File: src/rlt_pkg.sv
package rlt_pkg;

   // ************************************************************
   // Register byte addresses
   // ************************************************************
   localparam logic [31:0] KEY_TOP_ADDR    = 32'h400000d0;
   localparam logic [31:0] BLOCK_PTR_ADDR  = 32'h400000d4;
   localparam logic [31:0] TX_MIC_ADDR     = 32'h400000d8;
   localparam logic [31:0] RX_MIC_ADDR     = 32'h400000dc;
   localparam logic [31:0] TEST_CTRL_ADDR  = 32'h400000e0;
   localparam logic [31:0] TX_COUNT_ADDR   = 32'h400000e4;
   localparam logic [31:0] RX_COUNT_ADDR   = 32'h400000e8;
   localparam logic [31:0] CIPHER_CTL_ADDR = 32'h400000ec;
   localparam logic [31:0] TIMING_ADDR     = 32'h400000f0;

   // ************************************************************
   // Field positions
   // ************************************************************
   localparam int ENDLESS_RX_BIT   = 31;
   localparam int RX_COUNT_EN_BIT  = 27;
   localparam int ENDLESS_TX_BIT   = 15;
   localparam int SIZE_SRC_BIT     = 14;
   localparam int PRBS_KIND_BIT    = 13;
   localparam int CONTENT_SRC_BIT  = 12;
   localparam int TX_COUNT_EN_BIT  = 11;
   localparam int BYTES_LSB        = 0;
   localparam int BYTES_W          = 9;
   localparam int POINTER_W        = 16;
   localparam int EARLY_ABORT_BIT  = 31;
   localparam int ABORT_LSB        = 16;
   localparam int ABORT_W          = 10;
   localparam int PREFETCH_LSB     = 0;
   localparam int PREFETCH_W       = 9;
   localparam int CIPHER_START_BIT = 0;
   localparam int TEST_ACTIVE_BIT  = 8;

   // ************************************************************
   // Reset values
   // ************************************************************
   localparam logic [31:0] WORD_RESET       = 32'h00000000;
   localparam logic        EARLY_ABORT_RST  = 1'h1;
   localparam logic [9:0]  ABORT_RST        = 10'h1fe;
   localparam logic [8:0]  PREFETCH_RST     = 9'h096;

   // ************************************************************
   // Carriers
   // ************************************************************
   typedef struct packed {
      logic       endless_receive_window;
      logic       receive_count_enable;
      logic       endless_transmit_payload;
      logic       payload_size_source;
      logic       pseudo_random_kind;
      logic       payload_content_source;
      logic       transmit_count_enable;
      logic [8:0] test_payload_bytes;
   } rlt_test_ctrl_t;

   typedef struct packed {
      logic       early_abort_enable;
      logic [9:0] abort_instant_us;
      logic [8:0] prefetch_instant_us;
   } rlt_timing_t;

endpackage : rlt_pkg

File: src/rlt_regs.sv
`timescale 1ns/100ps
module rlt_regs #(
   parameter int COUNT_W = 32
) (
   input  wire logic                  pclk,
   input  wire logic                  presetn,
   input  wire logic                  psel,
   input  wire logic                  penable,
   input  wire logic                  pwrite,
   input  wire logic [31:0]           paddr,
   input  wire logic [31:0]           pwdata,
   output logic      [31:0]           prdata,
   output logic                       pready,
   output logic                       pslverr,
   input  wire logic                  rf_test_mode,
   input  wire logic                  tx_packet_done,
   input  wire logic                  rx_packet_done,
   input  wire logic                  rx_sync_error,
   input  wire logic                  rx_crc_error,
   input  wire logic                  rf_abort,
   input  wire logic                  tx_mic_valid,
   input  wire logic [31:0]           tx_mic_value,
   input  wire logic                  rx_mic_valid,
   input  wire logic [31:0]           rx_mic_value,
   input  wire logic                  crypto_done,
   input  wire logic [8:0]            descriptor_length_field,
   output logic      [31:0]           key_upper_word,
   output logic      [15:0]           cipher_block_pointer_field,
   output logic                       cipher_start,
   output rlt_pkg::rlt_test_ctrl_t    test_ctrl_out,
   output logic      [8:0]            payload_bytes,
   output rlt_pkg::rlt_timing_t       timing_out,
   output logic      [31:0]           structure_transmit_total,
   output logic      [31:0]           structure_receive_total,
   output logic                       structure_total_write
);

   // ************************************************************
   // Elaboration checks
   // ************************************************************
   generate
      if (COUNT_W < 1 || COUNT_W > 32) begin : g_bad_width
         $error("COUNT_W must lie between 1 and 32");
      end
   endgenerate

   // ************************************************************
   // Storage
   // ************************************************************
   rlt_pkg::rlt_test_ctrl_t test_ctrl;
   rlt_pkg::rlt_timing_t    timing;
   logic [31:0]             key_top;
   logic [15:0]             block_ptr;
   logic [31:0]             tx_mic;
   logic [31:0]             rx_mic;
   logic [31:0]             transmitted_packet_total;
   logic [31:0]             received_packet_total;
   logic [COUNT_W-1:0]      tx_live;
   logic [COUNT_W-1:0]      rx_live;
   logic                    start_flag;
   logic                    wr_en;
   logic                    setup;
   logic                    tx_step;
   logic                    rx_step;
   logic [COUNT_W-1:0]      next_tx_live;
   logic [COUNT_W-1:0]      next_rx_live;
   logic [31:0]             read_word;
   logic                    mapped;

   function automatic logic hit(input logic [31:0] addr, input logic [31:0] target);
      hit = (addr == target);
   endfunction : hit

   function automatic logic [31:0] widen(input logic [COUNT_W-1:0] value);
      logic [31:0] w;
      w = 32'h00000000;
      w[COUNT_W-1:0] = value;
      widen = w;
   endfunction : widen

   assign setup = psel && !penable;
   assign wr_en = psel && penable && pready && pwrite;

   // ************************************************************
   // Read decode
   // ************************************************************
   always_comb begin
      read_word = 32'h00000000;
      mapped    = 1'b1;
      if (hit(paddr, rlt_pkg::KEY_TOP_ADDR)) begin
         read_word = key_top;
      end else if (hit(paddr, rlt_pkg::BLOCK_PTR_ADDR)) begin
         read_word[15:0] = block_ptr;
      end else if (hit(paddr, rlt_pkg::TX_MIC_ADDR)) begin
         read_word = tx_mic;
      end else if (hit(paddr, rlt_pkg::RX_MIC_ADDR)) begin
         read_word = rx_mic;
      end else if (hit(paddr, rlt_pkg::TEST_CTRL_ADDR)) begin
         read_word[rlt_pkg::ENDLESS_RX_BIT]  = test_ctrl.endless_receive_window;
         read_word[rlt_pkg::RX_COUNT_EN_BIT] = test_ctrl.receive_count_enable;
         read_word[rlt_pkg::ENDLESS_TX_BIT]  = test_ctrl.endless_transmit_payload;
         read_word[rlt_pkg::SIZE_SRC_BIT]    = test_ctrl.payload_size_source;
         read_word[rlt_pkg::PRBS_KIND_BIT]   = test_ctrl.pseudo_random_kind;
         read_word[rlt_pkg::CONTENT_SRC_BIT] = test_ctrl.payload_content_source;
         read_word[rlt_pkg::TX_COUNT_EN_BIT] = test_ctrl.transmit_count_enable;
         read_word[rlt_pkg::BYTES_LSB +: rlt_pkg::BYTES_W] = test_ctrl.test_payload_bytes;
      end else if (hit(paddr, rlt_pkg::TX_COUNT_ADDR)) begin
         read_word = transmitted_packet_total;
      end else if (hit(paddr, rlt_pkg::RX_COUNT_ADDR)) begin
         read_word = received_packet_total;
      end else if (hit(paddr, rlt_pkg::CIPHER_CTL_ADDR)) begin
         read_word[rlt_pkg::CIPHER_START_BIT] = start_flag;
         read_word[rlt_pkg::TEST_ACTIVE_BIT]  = rf_test_mode;
      end else if (hit(paddr, rlt_pkg::TIMING_ADDR)) begin
         read_word[rlt_pkg::EARLY_ABORT_BIT] = timing.early_abort_enable;
         read_word[rlt_pkg::ABORT_LSB +: rlt_pkg::ABORT_W] = timing.abort_instant_us;
         read_word[rlt_pkg::PREFETCH_LSB +: rlt_pkg::PREFETCH_W] = timing.prefetch_instant_us;
      end else begin
         mapped = 1'b0;
      end
   end

   // ************************************************************
   // Bus answer
   // ************************************************************
   // The answer is prepared in the setup cycle so that every bus output comes
   // from a flip-flop; this costs exactly one access cycle per transfer.
   always_ff @(posedge pclk or negedge presetn) begin
      if (!presetn) begin
         pready  <= 1'b0;
         pslverr <= 1'b0;
         prdata  <= 32'h00000000;
      end else if (setup) begin
         pready  <= 1'b1;
         pslverr <= !mapped;
         prdata  <= pwrite ? 32'h00000000 : read_word;
      end else begin
         pready  <= 1'b0;
         pslverr <= 1'b0;
         prdata  <= 32'h00000000;
      end
   end

   // ************************************************************
   // Writable registers
   // ************************************************************
   always_ff @(posedge pclk or negedge presetn) begin
      if (!presetn) begin
         key_top   <= rlt_pkg::WORD_RESET;
         block_ptr <= rlt_pkg::WORD_RESET[15:0];
      end else if (wr_en && hit(paddr, rlt_pkg::KEY_TOP_ADDR)) begin
         key_top <= pwdata;
      end else if (wr_en && hit(paddr, rlt_pkg::BLOCK_PTR_ADDR)) begin
         block_ptr <= pwdata[15:0];
      end
   end

   always_ff @(posedge pclk or negedge presetn) begin
      if (!presetn) begin
         test_ctrl <= '0;
      end else if (wr_en && hit(paddr, rlt_pkg::TEST_CTRL_ADDR)) begin
         test_ctrl.endless_receive_window   <= pwdata[rlt_pkg::ENDLESS_RX_BIT];
         test_ctrl.receive_count_enable     <= pwdata[rlt_pkg::RX_COUNT_EN_BIT];
         test_ctrl.endless_transmit_payload <= pwdata[rlt_pkg::ENDLESS_TX_BIT];
         test_ctrl.payload_size_source      <= pwdata[rlt_pkg::SIZE_SRC_BIT];
         test_ctrl.pseudo_random_kind       <= pwdata[rlt_pkg::PRBS_KIND_BIT];
         test_ctrl.payload_content_source   <= pwdata[rlt_pkg::CONTENT_SRC_BIT];
         test_ctrl.transmit_count_enable    <= pwdata[rlt_pkg::TX_COUNT_EN_BIT];
         test_ctrl.test_payload_bytes <= pwdata[rlt_pkg::BYTES_LSB +: rlt_pkg::BYTES_W];
      end
   end

   always_ff @(posedge pclk or negedge presetn) begin
      if (!presetn) begin
         timing.early_abort_enable  <= rlt_pkg::EARLY_ABORT_RST;
         timing.abort_instant_us    <= rlt_pkg::ABORT_RST;
         timing.prefetch_instant_us <= rlt_pkg::PREFETCH_RST;
      end else if (wr_en && hit(paddr, rlt_pkg::TIMING_ADDR)) begin
         timing.early_abort_enable  <= pwdata[rlt_pkg::EARLY_ABORT_BIT];
         timing.abort_instant_us <= pwdata[rlt_pkg::ABORT_LSB +: rlt_pkg::ABORT_W];
         timing.prefetch_instant_us <= pwdata[rlt_pkg::PREFETCH_LSB +: rlt_pkg::PREFETCH_W];
      end
   end

   // A start written in the same cycle as a completion wins, so a new block
   // request is never lost behind the end of the previous one.
   always_ff @(posedge pclk or negedge presetn) begin
      if (!presetn) begin
         start_flag <= 1'b0;
      end else if (wr_en && hit(paddr, rlt_pkg::CIPHER_CTL_ADDR)
                   && pwdata[rlt_pkg::CIPHER_START_BIT]) begin
         start_flag <= 1'b1;
      end else if (crypto_done) begin
         start_flag <= 1'b0;
      end
   end

   // ************************************************************
   // Integrity values
   // ************************************************************
   always_ff @(posedge pclk or negedge presetn) begin
      if (!presetn) begin
         tx_mic <= rlt_pkg::WORD_RESET;
      end else if (tx_mic_valid) begin
         tx_mic <= tx_mic_value;
      end
   end

   always_ff @(posedge pclk or negedge presetn) begin
      if (!presetn) begin
         rx_mic <= rlt_pkg::WORD_RESET;
      end else if (rx_mic_valid) begin
         rx_mic <= rx_mic_value;
      end
   end

   // ************************************************************
   // Test packet counters
   // ************************************************************
   assign tx_step = rf_test_mode && test_ctrl.transmit_count_enable && tx_packet_done;
   assign rx_step = rf_test_mode && test_ctrl.receive_count_enable && rx_packet_done
                    && !rx_sync_error && !rx_crc_error;
   assign next_tx_live = tx_live + COUNT_W'(tx_step);
   assign next_rx_live = rx_live + COUNT_W'(rx_step);

   // A packet finishing on the abort cycle is still included in the report.
   always_ff @(posedge pclk or negedge presetn) begin
      if (!presetn) begin
         tx_live <= '0;
         rx_live <= '0;
      end else if (rf_abort) begin
         tx_live <= '0;
         rx_live <= '0;
      end else begin
         tx_live <= next_tx_live;
         rx_live <= next_rx_live;
      end
   end

   always_ff @(posedge pclk or negedge presetn) begin
      if (!presetn) begin
         transmitted_packet_total <= rlt_pkg::WORD_RESET;
         received_packet_total    <= rlt_pkg::WORD_RESET;
         structure_transmit_total <= rlt_pkg::WORD_RESET;
         structure_receive_total  <= rlt_pkg::WORD_RESET;
         structure_total_write    <= 1'b0;
      end else begin
         structure_total_write <= rf_abort && rf_test_mode
                                  && (test_ctrl.transmit_count_enable
                                      || test_ctrl.receive_count_enable);
         if (rf_abort && rf_test_mode && test_ctrl.transmit_count_enable) begin
            transmitted_packet_total <= widen(next_tx_live);
            structure_transmit_total <= widen(next_tx_live);
         end
         if (rf_abort && rf_test_mode && test_ctrl.receive_count_enable) begin
            received_packet_total   <= widen(next_rx_live);
            structure_receive_total <= widen(next_rx_live);
         end
      end
   end

   // ************************************************************
   // Outputs to the link layer
   // ************************************************************
   // Outside test mode every option is forced off, so stale settings left by
   // software cannot disturb normal traffic.
   always_ff @(posedge pclk or negedge presetn) begin
      if (!presetn) begin
         test_ctrl_out <= '0;
         payload_bytes <= 9'h000;
      end else begin
         test_ctrl_out <= rf_test_mode ? test_ctrl : '0;
         if (rf_test_mode && test_ctrl.payload_size_source) begin
            payload_bytes <= test_ctrl.test_payload_bytes;
         end else begin
            payload_bytes <= descriptor_length_field;
         end
      end
   end

   always_ff @(posedge pclk or negedge presetn) begin
      if (!presetn) begin
         key_upper_word             <= rlt_pkg::WORD_RESET;
         cipher_block_pointer_field <= rlt_pkg::WORD_RESET[15:0];
         cipher_start               <= 1'b0;
         timing_out.early_abort_enable  <= rlt_pkg::EARLY_ABORT_RST;
         timing_out.abort_instant_us    <= rlt_pkg::ABORT_RST;
         timing_out.prefetch_instant_us <= rlt_pkg::PREFETCH_RST;
      end else begin
         key_upper_word             <= key_top;
         cipher_block_pointer_field <= block_ptr;
         cipher_start               <= start_flag;
         timing_out                 <= timing;
      end
   end

   // ************************************************************
   // Checks
   // ************************************************************
   a_bus_answer_one: assert property (@(posedge pclk) disable iff (!presetn)
      setup |=> pready ##1 !pready)
      else $error("access phase not answered in exactly one cycle");

   a_start_set_wins: assert property (@(posedge pclk) disable iff (!presetn)
      (wr_en && hit(paddr, rlt_pkg::CIPHER_CTL_ADDR) && pwdata[0]) |=> ##1 cipher_start)
      else $error("cipher start write lost");

   a_start_self_clear: assert property (@(posedge pclk) disable iff (!presetn)
      (crypto_done && !wr_en) |=> !start_flag ##1 !cipher_start)
      else $error("start bit not cleared on completion");

   a_test_gating: assert property (@(posedge pclk) disable iff (!presetn)
      !rf_test_mode |=> (test_ctrl_out == '0))
      else $error("test option active outside test mode");

   a_length_pick: assert property (@(posedge pclk) disable iff (!presetn)
      1'b1 |=> payload_bytes == (($past(rf_test_mode) && $past(test_ctrl.payload_size_source))
               ? $past(test_ctrl.test_payload_bytes) : $past(descriptor_length_field)))
      else $error("payload length source wrong");

   a_rx_error_skip: assert property (@(posedge pclk) disable iff (!presetn)
      (rx_packet_done && (rx_sync_error || rx_crc_error) && !rf_abort) |=> $stable(rx_live))
      else $error("errored packet counted");

   a_tx_count_step: assert property (@(posedge pclk) disable iff (!presetn)
      (tx_step && !rf_abort) |=> tx_live == $past(tx_live) + COUNT_W'(1))
      else $error("transmit count did not advance");

   a_abort_report: assert property (@(posedge pclk) disable iff (!presetn)
      (rf_abort && rf_test_mode && test_ctrl.transmit_count_enable)
      |=> structure_total_write && transmitted_packet_total == structure_transmit_total
          && tx_live == '0)
      else $error("transmit total not reported on abort");

   a_timing_write: assert property (@(posedge pclk) disable iff (!presetn)
      (wr_en && hit(paddr, rlt_pkg::TIMING_ADDR))
      |=> ##1 timing_out.abort_instant_us == $past(pwdata[25:16], 2))
      else $error("abort instant not taken");

   a_reserved_zero: assert property (@(posedge pclk) disable iff (!presetn)
      (setup && !pwrite && hit(paddr, rlt_pkg::BLOCK_PTR_ADDR)) |=> prdata[31:16] == 16'h0000)
      else $error("reserved pointer bits read nonzero");

endmodule : rlt_regs

File: config.mk
export PLATFORM = sky130hd
export DESIGN_NAME = rlt_regs
export DESIGN_NICKNAME = d
export VERILOG_FILES = /design/src/rlt_pkg.sv /design/src/rlt_regs.sv
export SDC_FILE = /design/constraint.sdc
export NUM_CORES = 1
export LEC_CHECK = 0
export BUFFER_PORTS_ARGS = -buffer_cell sky130_fd_sc_hd__buf_2
export CAP_MARGIN = 20
export CORE_UTILIZATION = 40
export DETAILED_ROUTE_END_ITERATION = 8
export SLEW_MARGIN = 40
export SYNTH_ARGS = -nofsm -noshare
export SYNTH_HDL_FRONTEND = slang
export SYNTH_SLANG_ARGS = --single-unit
File: constraint.sdc
create_clock -name pclk -period 6 [get_ports pclk]
set_clock_uncertainty 0.05 [all_clocks]
set_input_delay 0.6 -clock pclk [delete_from_list [all_inputs] [get_ports pclk]]
set_output_delay 0.6 -clock pclk [all_outputs]
set_load 0.1 [all_outputs]
After elaboration in Yosys (flattened, before gate mapping)
Cells that the tools add are included.

storage, ports and cells
  bits of input ports = 151
  bits in registers = 406
  output and inout bits = 193

operators by class
  muxes and demuxes = 45
  $add $sub $neg = 2
  reductions and logical operators = 28
  equal/unequal tests = 9
  bitwise gates (word level) = 1

operators with widths
  operator              number
  $eq 32x31->1 const B  9
  $mux 32               8
  $add 32x1->32         2
  $mux 16               3
  $mux 9                4
  $mux 10               3
  $logic_and 1x1->1     21
  $mux 1                20
  $mux 7                2
  $mux 11               1
  $mux 5                2
  $logic_not 1->1       4
  $mux 3                1
  $mux 2                1
  $reduce_and 2->1      1
  $reduce_bool 2->1     1
  $logic_or 1x1->1      1
  $not 1->1             1

Depth between registers and ports, before layout
  depth in word-level cells = 12
  gate-level depth with buffers = 11
  depth with buffers taken out = 10

Worst setup path before layout
OpenSTA, ideal clock, no wires.

  path type = input to register
  start point = input rf_test_mode
  end point = register transmitted_packet_total[28]
  setup time = 0.130 ns
  path buffers = 1
  data arrival time = 2.813 ns
  slack = 3.007 ns
  stages = 10
  path through = clkbuf_1 -> and3_1 -> ha_1 -> ha_1 -> nand4_1 -> nor4_1 -> nand4_1 -> nor3_1 -> xnor2_1 -> o21ai_0

between the ends
  word-level cells in the longest chain between the ends = 3
  elaborated cells between the ends (all ways) = 5

RTL lines
  what                            RTL line         text
  start: declaration              rlt_regs.sv:15   input wire logic rf_test_mode,
  $logic_and 1x1->1 (2 in a row)  rlt_regs.sv:220  assign tx_step = rf_test_mode && test_ctrl.transmit_count_enable && tx_packet_done;
  $add 32x1->32                   rlt_regs.sv:223  assign next_tx_live = tx_live + COUNT_W'(tx_step);
  end signal: assignment          rlt_regs.sv:242  transmitted_packet_total <= rlt_pkg::WORD_RESET;
  end signal: assignment          rlt_regs.sv:252  transmitted_packet_total <= widen(next_tx_live);
  end: declaration                rlt_regs.sv:56   logic [31:0] transmitted_packet_total;

Several ways; a longest one is shown, not always the timed one.
A chain may end at the register's enable or synchronous reset.

Worst setup path in the final report
  start point = input paddr[14]
  end point = register key_top[14]

between the ends
  word-level cells in the longest chain between the ends = 2

RTL lines
  what                    RTL line         text
  start: declaration      rlt_regs.sv:10   input wire logic [31:0] paddr,
  $eq 32x31->1            rlt_regs.sv:71   hit = (addr == target);
  $logic_and 1x1->1       rlt_regs.sv:151  end else if (wr_en && hit(paddr, rlt_pkg::KEY_TOP_ADDR)) begin
  end signal: assignment  rlt_regs.sv:149  key_top <= rlt_pkg::WORD_RESET;
  end signal: assignment  rlt_regs.sv:152  key_top <= pwdata;
  end: declaration        rlt_regs.sv:52   logic [31:0] key_top;

Every way passes these cells.

==> out/metrics.yaml <==
cts_max_level: 2
die_h_um: 206.0
seq_power_share: 0.488
setup_violations: 0
fin_ws_ns: 2.553
synth.most_common_cell: "dfrtp_1"
cap_violations: 0
synth_top_area_frac: 0.5714
avgSynthCellArea_um2: 11.98
place_hpwl_um: 38090
ctsLongestPathBuffers: 3
worstMarginPinSlew_ns: 0.9254
antenna_found_initial: 5
crit_buf_inv: 2
finalWirelength_um: 51070
synth_edf_count: 0
routed_via_density: 5.294
vdd_drop_max_uv: 190.6
grt_overflow: 0
gr-usage-all-layers: 0.2399
synth_nets: 1544
combPwrFrac: 0.052
areaGrowthSynthToFinish_pct: 22.49
final_hold_viol_count: 0
placed_cells: 2209
swShare: 0.2252
die_area_um2: 42430
wl_met2_um: 24720
wl_per_cell_um: 22.30
netlist_top_cells_count: "380 x dfrtp_1, 160 x nand2_1, 132 x mux2_2, 115 x o21ai_0, 105 x nor2_1"
path_cells: "buf_2, nor4_2, nand3_2, nor3_4, nand2_2, or3_2, buf_4, mux2_4"
final_max_slew_viol_count: 0
worst_r2r_path_depth: 10
preCtsSetupSlack_ns: 2.046
fin_cells: 2290
min-delay-start: "rx_mic_value[27]"
clkSinkCount: 406
timing.slew.headroom: 0.3817
root_buffer: "clkbuf_16"
worstSkewPairLatency_ns: 0.55
met3WireLength_um: 3252
drc_errors: 0
gp_congestion: 0.8866
synth_area_um2: 16640
grt_pass1_wl_um: 75340
nNetsFinal: 1878
p_int_mw: 4.465
path_clk_slew_ns: 0.06
critPathKind: "primary input to register"
min_period_over_period: 0.5745
start_util: 0.4067
slowest_delay_ns: 0.72
cp_max_fo: 24
yosys.area.top_type: "dfrtp_1"
core_um2: 40920
port_buffers: 343
async_flop_share: 1.000
postRouteAntennaNets: 0
dr.max_layer_used: "met4"
io_pins: 344
endpoint_kind: "register"
hold_path.class: "primary input to register"
grt_pass1_vias: 12133
firstDrtPassIters: 6
rsz0062_at_grt: "false"
crit_path_start: "paddr[14]"
worst-path-stages: 8
grt_max_degree: 119
power.density_nw_per_um2: 282.7
seq_area_frac_synth: 0.6124
power_leakage_nw: 9.924
rows: 74
cp.required_ns: 6.38
cts_tree: "built"
syn_inst: 1389
clock.fmax_mhz: 290.1
synth.distinct_cells: 60
ys_warn_count: 0
slowest_stage: "or3_2"
whs_path_depth: 3
die-width_um: 206.0
crit_family: "simple AND/OR/NAND/NOR gates"
drt-initial-drc-count: 934
vias: 12124
status: "complete, no violations"
drive_gt1_frac: 0.3666
cts_resized: 0
ys_ff_latch: 406
cts_buffers: 43
finalSetupTns_ns: 0
arrival_ns: 3.83
synth_ff_type: "dfrtp_1"
p_switching_mw: 1.298
total_power_mw: 5.764
met1_length_um: 21540
power_frac_clock: 0.460
synth.area.top_cells: "dfrtp_1 57%, mux2_2 8.9%, dfstp_2 4.1%, nand2_1 3.6%, o21ai_0 3.5%"
startpoint_type: "primary input"
finalCriticalPeriod_ns: 3.447
r2r-start: "test_ctrl[9]$_DFFE_PN0P_"
[layer usage]
metal | vias up | GRT usage
li1 | 5516 | -
met1 | 6114 | 0.3185
met2 | 403 | 0.3889
met3 | 91 | 0.04667
met4 | 0 | 0.08902
met5 | - | 0
[power by group through the flow]
stage	logic (mW)	registers, mW	clock network (mW)
final	0.300	2.81	2.65
after global routing	0.327	2.81	2.82
after CTS	0.304	2.81	2.70
after detailed placement	0.303	2.86	0
after global placement	0.295	2.86	0
after floorplan	0.109	2.88	0
[cells by family after synthesis]
logic type / synth area share
and+or+nand+nor: 0.1231
DFF: 0.6124
AOI/OAI and AO/OA: 0.07609
muxes: 0.1299
buffers and inverters: 0.02383
xor gates and xnor gates: 0.03158
adders and majority gates: 0.003007
[registers in the layout, indices dropped and copies added, names as in the netlist, 9 cells and up]
name                        count
block_ptr                      16
rx_mic                         32
test_ctrl                      16
timing                         20
timing_out                     20
rx_live                        32
cipher_block_pointer_field     16
tx_mic                         32
key_upper_word                 32
tx_live                        32
transmitted_packet_total       32
payload_bytes                   9
received_packet_total          32
prdata                         32
key_top                        32
test_ctrl_out                  16
[placed cells by master (no fill, tap or decap), types with 12 or more instances in the layout]
cell,synthesis,routed
mux2_4,30,30
xor2_1,25,25
nor2_1,105,104
buf_4,1,18
nand4_1,22,22
nand3_1,42,42
mux2_2,132,132
dfstp_2,26,26
nor3_1,22,22
inv_1,20,20
mux2i_1,18,18
a21oi_1,32,32
xnor2_1,35,35
nand2_1,160,157
and2_1,19,19
o221ai_1,12,12
a22oi_1,16,16
o21ai_0,115,115
buf_2,8,340
dfrtp_1,380,380
clkbuf_16,0,45
clkbuf_1,59,12
[path summary, 6_finish.rpt]
path                                                            end  slack, ns
min                                          rx_mic[27]$_DFFE_PN0P_       0.22
min in group asynchronous                test_ctrl_out[9]$_DFF_PN0_       0.50
max reg2reg                transmitted_packet_total[28]$_DFFE_PN0P_       3.30
max                                         key_top[14]$_DFFE_PN0P_       2.55
max in group asynchronous                   timing_out[9]$_DFF_PN0_       4.40
min reg2reg                                timing_out[14]$_DFF_PN1_       0.32
[through the flow]
| step | area [µm²] | hold WS [ns] | util |
|---|---|---|---|
| 3_3_place_gp | 18890 | 0.3146 | 0.4617 |
| 6_report | 20380 | 0.2163 | 0.4981 |
| 5_1_grt | 20380 | 0.1913 | 0.4981 |
| 4_1_cts | 20370 | 0.1937 | 0.4976 |
| 2_1_floorplan | 16640 | 0.2544 | - |
| 3_5_place_dp | 18950 | 0.3161 | 0.4631 |
[cell type report]
cell class              count  area [µm²]
multi-input cells         887        6095
flip-flops and latches    406       10190
diodes                      4       10.01
fillers                  3696       20540
inverters                  21       78.83
clock inverters            13       148.9
repair buffers            364        1941
well taps                 532       665.6
clock buffers              63        1254
[worst reg2reg max path, delay by kind of cell, from the launching register on]
kind | cells | cell delay, ns
AOI/OAI and AO/OA | 1 | 0.12
xor gates and xnor gates | 1 | 0.17
adders and majority gates | 2 | 0.42
buffers and inverters | 1 | 0.19
DFF | 1 | 0.42
and+or+nand+nor | 5 | 1.18
[what timing repair did]
action                                 in CTS  in global routing
endpoints found under the hold margin      41                  0
setup buffers                               0                  0
hold buffers                                1                  0
(Power assumes the default switching activity.)
